[config.mk]
export PLATFORM = sky130hd
export DESIGN_NAME = spmc_ctrl
export DESIGN_NICKNAME = d
export VERILOG_FILES = /design/src/spmc_pkg.sv /design/src/spmc_ctrl.sv
export SDC_FILE = /design/constraint.sdc
export NUM_CORES = 1
export LEC_CHECK = 0
export BUFFER_PORTS_ARGS = -buffer_cell sky130_fd_sc_hd__buf_2
export CORE_MARGIN = 3
export CORE_UTILIZATION = 40
export DETAILED_ROUTE_END_ITERATION = 16
export PLACE_DENSITY_LB_ADDON = 0.3
export SYNTH_ARGS = -nofsm -noshare
export SYNTH_HDL_FRONTEND = slang
export SYNTH_HIERARCHICAL = 1
export SYNTH_SLANG_ARGS = --single-unit
[constraint.sdc]
create_clock -name clk -period 5.5 [get_ports clk]
set_clock_uncertainty 0.15 [all_clocks]
set_input_delay 1.1 -clock clk [delete_from_list [all_inputs] [get_ports clk]]
set_output_delay 1.1 -clock clk [all_outputs]
set_load 0.01 [all_outputs]
[src/spmc_pkg.sv]
// Constants, register map and state encoding for the SPI master/slave controller
package spmc_pkg;
   // Register addresses on the 8-bit system bus
   localparam logic [7:0] ADDR_CTRL_ONE = 8'h08;
   localparam logic [7:0] ADDR_CTRL_TWO = 8'h09;
   localparam logic [7:0] ADDR_CLK_DIV = 8'h0a;
   localparam logic [7:0] ADDR_CS_CTRL = 8'h0b;
   localparam logic [7:0] ADDR_STATUS = 8'h0c;
   localparam logic [7:0] ADDR_TX_DATA = 8'h0d;
   localparam logic [7:0] ADDR_RX_DATA = 8'h0e;
   localparam logic [7:0] ADDR_IRQ_FLAGS = 8'h06;
   localparam logic [7:0] ADDR_IRQ_EN = 8'h07;
   localparam logic [7:0] ADDR_UNMAPPED_DATA = 8'h00;

   // control_register_one fields
   localparam int WAKEUP_ENABLE_BIT = 7;
   // control_register_two fields
   localparam int MASTER_SELECT_BIT = 7;
   localparam int HANDSHAKE_ENABLE_BIT = 6;
   localparam int CLOCK_POLARITY_BIT = 2;
   localparam int CLOCK_PHASE_BIT = 1;
   localparam int BIT_ORDER_BIT = 0;
   // chip_select_control: upper nibble brings a select out, lower nibble asserts it
   localparam int CS_ENABLE_LSB = 4;
   localparam int CS_ASSERT_LSB = 0;
   localparam int NUM_SELECTS = 4;
   // Interrupt flag / enable / status positions
   localparam int FLAG_TX_READY = 0;
   localparam int FLAG_RX_READY = 1;
   localparam int FLAG_MODE_FAULT = 2;
   localparam int FLAG_RX_OVERRUN = 3;
   localparam int NUM_FLAGS = 4;

   // Reset values: slave mode, divide by two, all selects brought out and idle
   localparam logic [7:0] CTRL_ONE_RESET = 8'h00;
   localparam logic [7:0] CTRL_TWO_RESET = 8'h00;
   localparam logic [7:0] CLK_DIV_RESET = 8'h02;
   localparam logic [7:0] CLK_DIV_MIN = 8'h02;
   localparam logic [7:0] CS_CTRL_RESET = 8'hf0;
   localparam logic [3:0] IRQ_EN_RESET = 4'h0;

   // Bytes a slave sends when software has not loaded the transmit register
   localparam logic [7:0] SLAVE_IDLE_BYTE = 8'hff;
   localparam logic [7:0] HANDSHAKE_WAIT_BYTE = 8'h00;
   localparam logic [3:0] BITS_PER_BYTE = 4'h8;

   typedef enum logic [2:0] {
      ST_IDLE = 3'b001,
      ST_MASTER = 3'b010,
      ST_SLAVE = 3'b100
   } spmc_state_t;
endpackage

[src/spmc_ctrl.sv]
// SPI master/slave controller with system bus register port and receive buffer
// Functional notes
// - Master clock equals bus clock over divider
// - Bit order selectable, LSB or MSB first
// - Polarity bit moves leading edges to falling
// - Phase bit selects alternate clock-data relation
// - Handshake extension marks unready slave read data
// - Up to four selects, register enables each
// - Transmit-ready flag on empty, write-one clears
// - Receive-ready flag on new data, write-one clears
// - Mode fault when select low in master
// - Overrun flag when byte arrives with receive buffer full
// - Wakeup driven only with wakeup enable set
// - Interrupt request on enabled interrupt condition
// - Serial clock output master, input slave
// - MOSI driven as master, received as slave
// - MISO received as master, driven as slave
// - Four active-low master chip select outputs
// - 8-bit address, separate 8-bit data paths
// - Acknowledge answers each strobed transaction
// - Master-select bit picks master or slave
`timescale 1ns/1ps

module spmc_rx_buffer #(
   parameter int WIDTH = 8,
   parameter int DEPTH = 2
) (
   input wire logic clk,
   input wire logic rst_n,
   input wire logic in_valid,
   output logic in_ready,
   input wire logic [WIDTH-1:0] in_data,
   output logic out_valid,
   input wire logic out_ready,
   output logic [WIDTH-1:0] out_data
);
   // Pointers wrap naturally, so DEPTH must be a power of two
   localparam int AW = (DEPTH > 1) ? $clog2(DEPTH) : 1;
   localparam logic [AW:0] FULL_COUNT = (AW+1)'(DEPTH);
   logic [WIDTH-1:0] mem [DEPTH];
   logic [AW-1:0] wr_ptr;
   logic [AW-1:0] rd_ptr;
   logic [AW:0] count;
   wire push = in_valid & in_ready;
   wire pop = out_valid & out_ready;
   assign in_ready = (count != FULL_COUNT);
   assign out_valid = (count != '0);
   assign out_data = mem[rd_ptr];
   always_ff @(posedge clk or negedge rst_n) begin
      if (!rst_n) begin
         wr_ptr <= '0;
         rd_ptr <= '0;
         count <= '0;
      end else begin
         if (push) begin
            wr_ptr <= wr_ptr + 1'b1;
         end
         if (pop) begin
            rd_ptr <= rd_ptr + 1'b1;
         end
         if (push && !pop) begin
            count <= count + 1'b1;
         end else if (pop && !push) begin
            count <= count - 1'b1;
         end
      end
   end
   always_ff @(posedge clk) begin
      if (push) begin
         mem[wr_ptr] <= in_data;
      end
   end
endmodule // spmc_rx_buffer

module spmc_ctrl #(
   parameter int RX_DEPTH = 2
) (
   input wire logic clk,
   input wire logic rst_n,
   input wire logic bus_strobe_in,
   input wire logic bus_write_not_read,
   input wire logic [7:0] bus_register_address,
   input wire logic [7:0] bus_write_data,
   output logic [7:0] bus_read_data,
   output logic bus_acknowledge_out,
   output logic interrupt_request_out,
   output logic wakeup_out,
   input wire logic received_serial_clock,
   output logic serial_clock_out,
   output logic serial_clock_oe,
   input wire logic mosi_in,
   output logic mosi_out,
   output logic mosi_oe,
   input wire logic miso_in,
   output logic miso_out,
   output logic miso_oe,
   input wire logic slave_select_in_n,
   output logic [3:0] master_selects_out_n
);
   function automatic logic hit(input logic [7:0] addr, input logic [7:0] offset);
      return addr == offset;
   endfunction
   function automatic logic head_of(input logic [7:0] data, input logic lsb_first);
      return lsb_first ? data[0] : data[7];
   endfunction
   logic [7:0] control_register_one;
   logic [7:0] control_register_two;
   logic [7:0] clock_divider;
   logic [7:0] chip_select_control;
   logic [3:0] interrupt_enables;
   logic [3:0] interrupt_flags;
   logic [7:0] transmit_data_register;
   logic tx_full;
   spmc_pkg::spmc_state_t state;
   logic [7:0] shreg;
   logic [3:0] bcnt;
   logic [7:0] dcnt;
   logic sck_s1, sck_s2, sck_s3;
   logic ss_s1, ss_s2;
   logic mosi_s1, mosi_s2;
   // Bus decode: one acknowledge per strobe, the next cycle
   wire bus_req = bus_strobe_in & ~bus_acknowledge_out;
   wire bus_wr = bus_req & bus_write_not_read;
   wire bus_rd = bus_req & ~bus_write_not_read;
   wire master_select_bit = control_register_two[spmc_pkg::MASTER_SELECT_BIT];
   wire slave_read_handshake_enable = control_register_two[spmc_pkg::HANDSHAKE_ENABLE_BIT];
   wire cpol = control_register_two[spmc_pkg::CLOCK_POLARITY_BIT];
   wire cpha = control_register_two[spmc_pkg::CLOCK_PHASE_BIT];
   wire bit_order_select = control_register_two[spmc_pkg::BIT_ORDER_BIT];
   wire wakeup_enable_bit = control_register_one[spmc_pkg::WAKEUP_ENABLE_BIT];
   wire rx_in_ready;
   wire rx_out_valid;
   wire [7:0] receive_data_register;
   wire rx_pop = bus_rd & hit(bus_register_address, spmc_pkg::ADDR_RX_DATA);
   wire st_idle = (state == spmc_pkg::ST_IDLE);
   wire st_master = (state == spmc_pkg::ST_MASTER);
   wire st_slave = (state == spmc_pkg::ST_SLAVE);
   wire ss_low = ~ss_s2;
   // Divider below two cannot make both clock phases
   wire [7:0] div_eff = (clock_divider < spmc_pkg::CLK_DIV_MIN) ? spmc_pkg::CLK_DIV_MIN : clock_divider;
   wire [7:0] div_half = div_eff >> 1;
   wire m_lead = st_master & (dcnt == div_half - 8'h01);
   wire m_trail = st_master & (dcnt == div_eff - 8'h01);
   // Leading edge leaves the idle level, which is high when polarity is set
   wire s_lead = st_slave & ((sck_s2 ^ cpol) & ~(sck_s3 ^ cpol));
   wire s_trail = st_slave & (~(sck_s2 ^ cpol) & (sck_s3 ^ cpol));
   wire lead = m_lead | s_lead;
   wire trail = m_trail | s_trail;
   wire sample = cpha ? trail : lead;
   wire drive = cpha ? lead : trail;
   wire in_bit = st_master ? miso_in : mosi_s2;
   wire [7:0] shifted = bit_order_select ? {in_bit, shreg[7:1]} : {shreg[6:0], in_bit};
   wire [3:0] next_bcnt = bcnt + {3'h0, sample};
   wire byte_done = sample & (next_bcnt == spmc_pkg::BITS_PER_BYTE);
   wire m_end = m_trail & (next_bcnt == spmc_pkg::BITS_PER_BYTE);
   // Master stalls when the receive buffer is full, so no master byte is lost
   wire ss_high_ok = ~ss_low;
   wire m_start = st_idle & master_select_bit & ss_high_ok & tx_full & rx_in_ready;
   wire s_start = st_idle & ~master_select_bit & ss_low;
   wire mode_fault_event = master_select_bit & ss_low;
   // Without loaded data the handshake byte tells the far master to retry
   wire [7:0] slave_fill = tx_full ? transmit_data_register :
      (slave_read_handshake_enable ? spmc_pkg::HANDSHAKE_WAIT_BYTE : spmc_pkg::SLAVE_IDLE_BYTE);
   wire s_reload = st_slave & byte_done & ss_low;
   wire load_tx = m_start | ((s_start | s_reload) & tx_full);
   wire rx_push = byte_done;
   wire overrun_event = byte_done & ~rx_in_ready;
   wire [3:0] irq_events;
   assign irq_events[spmc_pkg::FLAG_TX_READY] = load_tx;
   assign irq_events[spmc_pkg::FLAG_RX_READY] = rx_push & rx_in_ready;
   assign irq_events[spmc_pkg::FLAG_MODE_FAULT] = mode_fault_event;
   assign irq_events[spmc_pkg::FLAG_RX_OVERRUN] = overrun_event;
   wire flag_clear_wr = bus_wr & hit(bus_register_address, spmc_pkg::ADDR_IRQ_FLAGS);
   wire [3:0] flag_clear = flag_clear_wr ? bus_write_data[3:0] : 4'h0;
   // A new event in the clearing cycle survives the clear
   wire [3:0] next_interrupt_flags = (interrupt_flags & ~flag_clear) | irq_events;
   wire [7:0] status_value = {4'h0, interrupt_flags[spmc_pkg::FLAG_RX_OVERRUN],
      interrupt_flags[spmc_pkg::FLAG_MODE_FAULT], rx_out_valid, ~tx_full};
   wire [7:0] next_read_data =
      hit(bus_register_address, spmc_pkg::ADDR_CTRL_ONE) ? control_register_one :
      hit(bus_register_address, spmc_pkg::ADDR_CTRL_TWO) ? control_register_two :
      hit(bus_register_address, spmc_pkg::ADDR_CLK_DIV) ? clock_divider :
      hit(bus_register_address, spmc_pkg::ADDR_CS_CTRL) ? chip_select_control :
      hit(bus_register_address, spmc_pkg::ADDR_STATUS) ? status_value :
      hit(bus_register_address, spmc_pkg::ADDR_TX_DATA) ? transmit_data_register :
      hit(bus_register_address, spmc_pkg::ADDR_RX_DATA) ? receive_data_register :
      hit(bus_register_address, spmc_pkg::ADDR_IRQ_FLAGS) ? {4'h0, interrupt_flags} :
      hit(bus_register_address, spmc_pkg::ADDR_IRQ_EN) ? {4'h0, interrupt_enables} :
      spmc_pkg::ADDR_UNMAPPED_DATA;
   spmc_rx_buffer #(
      .WIDTH(8),
      .DEPTH(RX_DEPTH)
   ) u_rx_buffer (
      .clk(clk),
      .rst_n(rst_n),
      .in_valid(rx_push),
      .in_ready(rx_in_ready),
      .in_data(shifted),
      .out_valid(rx_out_valid),
      .out_ready(rx_pop),
      .out_data(receive_data_register)
   );
   // Bus slave and software-visible registers
   always_ff @(posedge clk or negedge rst_n) begin
      if (!rst_n) begin
         bus_acknowledge_out <= 1'b0;
         bus_read_data <= 8'h00;
         control_register_one <= spmc_pkg::CTRL_ONE_RESET;
         control_register_two <= spmc_pkg::CTRL_TWO_RESET;
         clock_divider <= spmc_pkg::CLK_DIV_RESET;
         chip_select_control <= spmc_pkg::CS_CTRL_RESET;
         interrupt_enables <= spmc_pkg::IRQ_EN_RESET;
         interrupt_flags <= 4'h0;
         transmit_data_register <= 8'h00;
         tx_full <= 1'b0;
         interrupt_request_out <= 1'b0;
      end else begin
         bus_acknowledge_out <= bus_req;
         if (bus_rd) begin
            bus_read_data <= next_read_data;
         end
         if (bus_wr) begin
            if (hit(bus_register_address, spmc_pkg::ADDR_CTRL_ONE)) begin
               control_register_one <= bus_write_data;
            end
            if (hit(bus_register_address, spmc_pkg::ADDR_CTRL_TWO)) begin
               control_register_two <= bus_write_data;
            end
            if (hit(bus_register_address, spmc_pkg::ADDR_CLK_DIV)) begin
               clock_divider <= bus_write_data;
            end
            if (hit(bus_register_address, spmc_pkg::ADDR_CS_CTRL)) begin
               chip_select_control <= bus_write_data;
            end
            if (hit(bus_register_address, spmc_pkg::ADDR_IRQ_EN)) begin
               interrupt_enables <= bus_write_data[3:0];
            end
         end
         // A write to a full transmit register is dropped
         if (bus_wr && hit(bus_register_address, spmc_pkg::ADDR_TX_DATA) && !tx_full) begin
            transmit_data_register <= bus_write_data;
            tx_full <= 1'b1;
         end else if (load_tx) begin
            tx_full <= 1'b0;
         end
         interrupt_flags <= next_interrupt_flags;
         interrupt_request_out <= |(interrupt_flags & interrupt_enables);
      end
   end
   // Serial pin synchronisers
   always_ff @(posedge clk or negedge rst_n) begin
      if (!rst_n) begin
         sck_s1 <= 1'b0;
         sck_s2 <= 1'b0;
         sck_s3 <= 1'b0;
         ss_s1 <= 1'b1;
         ss_s2 <= 1'b1;
         mosi_s1 <= 1'b0;
         mosi_s2 <= 1'b0;
      end else begin
         sck_s1 <= received_serial_clock;
         sck_s2 <= sck_s1;
         sck_s3 <= sck_s2;
         ss_s1 <= slave_select_in_n;
         ss_s2 <= ss_s1;
         mosi_s1 <= mosi_in;
         mosi_s2 <= mosi_s1;
      end
   end
   // Shift engine
   always_ff @(posedge clk or negedge rst_n) begin
      if (!rst_n) begin
         state <= spmc_pkg::ST_IDLE;
         shreg <= 8'h00;
         bcnt <= 4'h0;
         dcnt <= 8'h00;
         serial_clock_out <= 1'b0;
         mosi_out <= 1'b0;
         miso_out <= 1'b0;
         wakeup_out <= 1'b0;
      end else begin
         wakeup_out <= wakeup_enable_bit & s_start;
         case (state)
            spmc_pkg::ST_IDLE: begin
               serial_clock_out <= cpol;
               dcnt <= 8'h00;
               bcnt <= 4'h0;
               if (m_start) begin
                  state <= spmc_pkg::ST_MASTER;
                  shreg <= transmit_data_register;
                  mosi_out <= head_of(transmit_data_register, bit_order_select);
               end else if (s_start) begin
                  state <= spmc_pkg::ST_SLAVE;
                  shreg <= slave_fill;
                  miso_out <= head_of(slave_fill, bit_order_select);
               end
            end
            spmc_pkg::ST_MASTER: begin
               dcnt <= m_trail ? 8'h00 : dcnt + 8'h01;
               if (lead) begin
                  serial_clock_out <= ~cpol;
               end else if (trail) begin
                  serial_clock_out <= cpol;
               end
               if (sample) begin
                  shreg <= shifted;
                  bcnt <= next_bcnt;
               end
               if (drive) begin
                  mosi_out <= head_of(shreg, bit_order_select);
               end
               if (mode_fault_event || m_end) begin
                  state <= spmc_pkg::ST_IDLE;
               end
            end
            spmc_pkg::ST_SLAVE: begin
               if (!ss_low || master_select_bit) begin
                  state <= spmc_pkg::ST_IDLE;
               end else if (s_reload) begin
                  shreg <= slave_fill;
                  bcnt <= 4'h0;
               end else if (sample) begin
                  shreg <= shifted;
                  bcnt <= next_bcnt;
               end
               if (drive && !s_reload) begin
                  miso_out <= head_of(shreg, bit_order_select);
               end
            end
            default: begin
               state <= spmc_pkg::ST_IDLE;
            end
         endcase
      end
   end
   // Pin direction and master chip selects
   always_ff @(posedge clk or negedge rst_n) begin
      if (!rst_n) begin
         serial_clock_oe <= 1'b0;
         mosi_oe <= 1'b0;
         miso_oe <= 1'b0;
      end else begin
         serial_clock_oe <= master_select_bit;
         mosi_oe <= master_select_bit;
         miso_oe <= ~master_select_bit & ss_low;
      end
   end
   for (genvar i = 0; i < spmc_pkg::NUM_SELECTS; i++) begin : g_select
      always_ff @(posedge clk or negedge rst_n) begin
         if (!rst_n) begin
            master_selects_out_n[i] <= 1'b1;
         end else begin
            master_selects_out_n[i] <= ~(master_select_bit & chip_select_control[spmc_pkg::CS_ENABLE_LSB + i]
               & chip_select_control[spmc_pkg::CS_ASSERT_LSB + i]);
         end
      end
   end
endmodule // spmc_ctrl

Word-level counts from Yosys, hierarchy flattened:

Memory sizes are Yosys's and may differ from the RTL's.
Index checks and enable logic that the tools add are counted.

* equal/unequal tests: 26
* multiplexer cells: 53
* $add $sub $neg: 8
* order comparisons: 1
* reductions and logical operators: 29
* bitwise gates (word level): 59

Operator list (count)
* 2-to-1 mux 8 bit: 17
* == test 8 x 4 -> 1 bit, second input constant: 7
* bitwise AND 1 bit: 36
* 2-to-1 mux 4 bit: 6
* one-hot mux 8 bit (3 select lines): 1
* 2-to-1 mux 1 bit: 17
* == test 8 x 3 -> 1 bit, second input constant: 2
* == test 8 bit: 2
* one-hot mux 8 bit (2 select lines): 1
* AND reduction 2 bit: 7
* NOT 1 bit: 13
* 2-to-1 mux 3 bit: 4
* != test 2 x 1 -> 1 bit, second input constant: 6
* one-hot mux 4 bit (3 select lines): 1
* nonzero test 2 bit: 5
* one-hot mux 3 bit (3 select lines): 1
* AND reduction 3 bit: 3
* adder 8 x 1 -> 8 bit, second input constant: 1
* bitwise AND 4 bit: 2
* less-than comparator 8 x 2 -> 1 bit, second input constant: 1
* subtractor 7 x 1 -> 8 bit, second input constant: 1
* subtractor 8 x 1 -> 8 bit, second input constant: 1
* != test 2 bit, second input constant: 3
* != test 3 x 1 -> 1 bit, second input constant: 2
* 20 further kinds: 36

* memory bits (writable): 16
* output and inout port bits: 21
* register bits after elaboration: 103
* logic and storage cells: 212
* memories: 1

Memory list
* u_rx_buffer.mem: words 2, bits a word 8, rd ports 1, clocked after memory_dff 0, write ports 1, line spmc_ctrl.sv:40 `logic [WIDTH-1:0] mem [DEPTH];`

Longest topological paths before layout:

* word-level depth: 17
* mapped depth: 23
* gate-level depth less buffers: 21

Modules after synthesis:

Netlist, hierarchy kept.

By module, submodules not included
* spmc_ctrl: times used 1, seq. area each 2492.4 um2, cells an instance 552, area an instance 5614.1 um2
* spmc_rx_buffer: times used 1, seq. area each 580.6 um2, cells an instance 43, area an instance 787.0 um2

Least setup slack after synthesis:

Ideal clock, no wire load.

* path type: flip-flop to flip-flop
* start point: register clock_divider[4]
* end point: memory u_rx_buffer.mem[0][0], enable pin
* cell stages (with the launch flop): 20
* path buffers: 2
* data arrival time: 4.408 ns
* slack: 0.571 ns
* cells stage by stage: dfrtp_1 > buf_6 > or4_4 > o21ai_0 > ha_1 > nor3b_1 > xnor2_1 > nand4_1 > nor4_4 > a31oi_2 > buf_2 > nor2_1 > ha_1 > ha_1 > nand2_1 > a21oi_1 > o21ai_0 > nor3_2 > nand2_1 > nor2_1

* longest elaborated chain between the ends: 13
* elaborated cells on any way between the ends: 17
* classes of those cells: add/sub (3); order compare (1); eq/ne (3); mux (4); bitwise (6)

RTL lines
* start, declared: line spmc_ctrl.sv:108 `logic [7:0] clock_divider;`
* start signal, assigned: line spmc_ctrl.sv:210 `clock_divider <= spmc_pkg::CLK_DIV_RESET;`
* start signal, assigned: line spmc_ctrl.sv:230 `clock_divider <= bus_write_data;`
* less-than comparator 8 x 2 -> 1 bit: line spmc_ctrl.sv:140 `wire [7:0] div_eff = (clock_divider < spmc_pkg::CLK_DIV_MIN) ? spmc_pkg::CLK_DIV_MIN : clock_divider;`
* 2-to-1 mux 8 bit (*): line spmc_ctrl.sv:140
* subtractor 8 x 1 -> 8 bit or subtractor 7 x 1 -> 8 bit (tied branches): line spmc_ctrl.sv:143, spmc_ctrl.sv:142
* == test 8 bit (on tied branches): line spmc_ctrl.sv:143, spmc_ctrl.sv:142
* bitwise AND 1 bit (on tied branches): line spmc_ctrl.sv:143, spmc_ctrl.sv:142
* bitwise OR 1 bit (on tied branches): line spmc_ctrl.sv:148, spmc_ctrl.sv:147
* 2-to-1 mux 1 bit (*): line spmc_ctrl.sv:149 `wire sample = cpha ? trail : lead;`
* adder 4 x 1 -> 4 bit: line spmc_ctrl.sv:153 `wire [3:0] next_bcnt = bcnt + {3'h0, sample};`
* == test 4 bit: line spmc_ctrl.sv:154 `wire byte_done = sample & (next_bcnt == spmc_pkg::BITS_PER_BYTE);`
* bitwise AND 1 bit (*): line spmc_ctrl.sv:154
* net byte_done: line spmc_ctrl.sv:154
* bitwise AND 1 bit (*): line spmc_ctrl.sv:44 `wire push = in_valid & in_ready;`
* 2-to-1 mux 1 bit (*): line spmc_ctrl.sv:69 `if (push) begin`
* 2-to-1 mux 1 bit (implied by the code) (*): line spmc_ctrl.sv:70 `mem[wr_ptr] <= in_data;`
* end, declared: line spmc_ctrl.sv:40

The timed path passes the listed nets; every way through them passes the cells marked *.

Worst setup path in the final report:

* start point: register clock_divider[4]
* end point: register u_rx_buffer.count[1]

* longest elaborated chain between the ends: 14
* elaborated cells on any way between the ends: 20
* classes of those cells: add/sub (3); order compare (1); eq/ne (3); mux (3); bitwise (6); reduce/logical (4)

RTL lines
* less-than comparator 8 x 2 -> 1 bit: line spmc_ctrl.sv:140
* 2-to-1 mux 8 bit (*): line spmc_ctrl.sv:140
* subtractor 8 x 1 -> 8 bit or subtractor 7 x 1 -> 8 bit (tied branches): line spmc_ctrl.sv:143, spmc_ctrl.sv:142
* == test 8 bit (on tied branches): line spmc_ctrl.sv:143, spmc_ctrl.sv:142
* bitwise AND 1 bit (on tied branches): line spmc_ctrl.sv:143, spmc_ctrl.sv:142
* bitwise OR 1 bit (on tied branches): line spmc_ctrl.sv:148, spmc_ctrl.sv:147
* 2-to-1 mux 1 bit (*): line spmc_ctrl.sv:149
* adder 4 x 1 -> 4 bit: line spmc_ctrl.sv:153
* == test 4 bit: line spmc_ctrl.sv:154
* bitwise AND 1 bit (*): line spmc_ctrl.sv:154
* net byte_done: line spmc_ctrl.sv:154
* bitwise AND 1 bit (*): line spmc_ctrl.sv:44
* net u_rx_buffer.push: line spmc_ctrl.sv:44
* logical NOT 1 bit: line spmc_ctrl.sv:63 `end else if (pop && !push) begin`
* logical AND 1 bit: line spmc_ctrl.sv:63
* nonzero test 2 bit (no line)
* end signal, assigned: line spmc_ctrl.sv:62 `count <= count + 1'b1;`
* end signal, assigned: line spmc_ctrl.sv:64 `count <= count - 1'b1;`
* end, declared: line spmc_ctrl.sv:43 `logic [AW:0] count;`

Marks and branches as above.
A chain may end at the register's enable or synchronous reset.

==> flow_metrics.tcl <==
set metrics [dict create \
    path_max_fanout 10 \
    outcome "completed" \
    fp-row-count 45 \
    grt_pass1_wl_um 26660 \
    critical_path_class "flop to flop" \
    area_growth_pct 16.01 \
    holdPathStages 0 \
    yosys_register_bits 119 \
    nets 660 \
    cp.arrival_ns 5.25 \
    grt_max_degree 62 \
    wl_met1_um 7502 \
    n_antenna_cell 0 \
    viasPerCell 5.788 \
    cts_tree "built" \
    hold_violations 0 \
    hold_path.class "flop to flop" \
    max_clock_freq_mhz 197.8 \
    avgSynthCellArea_um2 10.76 \
    ctsRootBufferMaster "clkbuf_16" \
    cts_resized 0 \
    layout_min_cycle_time_ns 5.056 \
    dr.pass1.iters 6 \
    gr-total-overflow 0 \
    synth_flop_cell "dfrtp_1" \
    dieArea_um2 17560 \
    routed.top_layer "met4" \
    cts_max_level 4 \
    route.vias.total 4937 \
    port_buffers 44 \
    syn_area_um2 6401 \
    setup_viol 0 \
    antenna_found_initial 0 \
    clk_latency_ns 0.42 \
    rsz0062_at_grt "false" \
    syn_inst 595 \
    final_cell_mix "dfrtp_1, mux2_2, nand2_1, buf_2" \
    fin_setup_tns_ns 0 \
    maxCapViolCount 0 \
    mostFrequentLayoutCell "dfrtp_1" \
    place_area_um2 6780 \
    numCtsBuffers 17 \
    synth_warnings 6 \
    startpoint_type "flop" \
    synth_nets 626 \
    post_cts_buffers 0 \
    wl_per_cell_um 18.94 \
    peakVddDrop_mv 0.2156 \
    die_x_um 132.5 \
    required_ns 5.69 \
    endpoint_kind "flop" \
    die_h_um 132.5 \
    cts_num_sinks 119 \
    start_util_pct 41.49 \
    dpl.hpwl_um 11530 \
    synth_top_area_share_pct 35.57 \
    yosysTopAreaCell "dfrtp_1" \
    gr-usage-all-layers_pct 19.27 \
    drt_wl_total_um 16160 \
    fin_crit_sh_pct 91.93 \
    drive_gt1_share_pct 28.50 \
    synth.area.top_cells "dfrtp_1, mux2_2, edfxtp_1" \
    cts_hold_buf 0 \
    leakage_nw 3.208 \
    met2_length_um 7414 \
    ctsLongestPathBuffers 2 \
    slew-limit-headroom_pct 39.72 \
    synth_cell_type_count 71 \
    remaining_drc_errors 0 \
    path_clk_slew_ns 0.05 \
    drv_slew 0 \
    worst_pin_slew_ns 0.9041 \
    finalCoreUtilization_pct 48.13 \
    wl_met3_um 812 \
    drtIter0Drc 414 \
    gp_congestion 0.9334 \
    synth-async-reset-ratio_pct 86.55 \
    yosysSeqAreaShare_pct 48.01 \
    core-area_um2 15430 \
    grt_pass1_vias 4861 \
    synth-edff-count 16 \
    num_io_pins 45 \
    p_per_area_nw_per_um2 336.8 \
    antenna_left 0 \
    fin_area_um2 7426 \
    reg2reg_depth 20 \
]
==> kinds of logic (layout without fill, tap and decap cells) <==
| group | count (synthesis) | count (layout) | synth area share (%) |
|---|---|---|---|
| simple gates | 184 | 184 | 16.13 |
| compound gates | 141 | 141 | 14.78 |
| flops | 119 | 119 | 48.01 |
| mux | 74 | 74 | 13.06 |
| buf+inv | 43 | 90 | 2.854 |
| xor+xnor | 27 | 27 | 3.812 |
| fa+ha+maj | 7 | 7 | 1.368 |
==> layout make-up <==
| type | count | area [um^2] |
|---|---|---|
| Tap cell | 211 | 264.0 |
| Sequential cell | 119 | 3073 |
| Clock buffer | 17 | 425.4 |
| Fill cell | 1443 | 8001 |
| Clock inverter | 15 | 209.0 |
| Inverter | 8 | 30.03 |
| Multi-Input combinational cell | 433 | 3157 |
| Timing Repair Buffer | 50 | 267.8 |
==> flip-flops by register name, summed over array words and instances (netlist names), 2 cells and up <==
register,flops
bcnt,4
bus_read_data,8
chip_select_control,8
clock_divider,8
control_register_one,8
control_register_two,8
dcnt,8
interrupt_enables,4
interrupt_flags,4
master_selects_out_n,4
shreg,8
state,3
transmit_data_register,8
u_rx_buffer/count,2
u_rx_buffer/mem,16
==> report_power, final <==
| part | switching, mW | internal, mW |
|---|---|---|
| registers | 0.0433 | 0.960 |
| clock network | 0.396 | 0.796 |
| logic | 0.188 | 0.118 |
==> worst paths after layout <==
kind                                   from              endpoint  slack (ns)
min                                  sck_s1                sck_s2        0.20
min reg2reg                          sck_s1                sck_s2        0.20
max                        clock_divider[4]  u_rx_buffer/count[1]        0.44
max reg2reg                clock_divider[4]  u_rx_buffer/count[1]        0.44
min in group asynchronous             rst_n      bus_read_data[2]        0.63
max in group asynchronous             rst_n                 ss_s1        3.50
==> cells in the mapped netlist, types with 3 or more instances <==
library cell / number
dfrtp_1: 91
mux2_2: 66
nand2_1: 49
a21oi_1: 33
nand3_1: 33
o21ai_0: 28
nor2_1: 24
clkbuf_1: 23
o211ai_1: 22
xnor2_1: 18
edfxtp_1: 16
dfstp_2: 12
o22ai_1: 11
and3_1: 10
nor3_1: 9
nor3b_1: 9
a22oi_1: 8
buf_2: 8
inv_1: 8
xor2_1: 8
a22o_1: 7
ha_1: 7
mux2i_1: 7
nand2b_1: 6
nand4_1: 5
or3_1: 5
a21o_1: 4
nor2b_1: 4
a211oi_1: 3
nand3b_1: 3
o21a_1: 3
o31ai_1: 3
==> layer usage <==
metal,vias up,global-route usage [%]
met5,-,0
met4,0,7.679
met3,26,4.829
met2,148,28.84
met1,2491,26.89
li1,2272,-
==> worst max-delay path, stage by stage (launching register included) <==
cell     delay (ns)
dfrtp_1        0.50
or4_4          0.62
o21ai_0        0.20
ha_1           0.20
nor3b_1        0.39
xnor2_1        0.17
nand4_1        0.15
nor4_4         0.37
a31oi_2        0.15
nor2_1         0.17
ha_1           0.25
ha_1           0.23
nor3b_1        0.07
o21ai_0        0.40
nor3_2         0.10
nand2_1        0.15
inv_1          0.08
ha_1           0.21
xor2_1         0.14
nor2_1         0.12
xor2_1         0.14
==> per-stage QoR <==
stage	power (mW)	hold WS [ns]	worst slack (ns)	cells
after global routing	2.601	0.2125	0.04962	853
after detailed placement	1.322	0.1858	0.4282	821
after CTS	2.519	0.1985	0.3892	853
final	2.501	0.1984	0.4441	853
after global placement	1.313	0.1820	0.5761	821
after floorplan	1.218	0.1812	0.5714	595
Power figures use the tool's default switching activity.
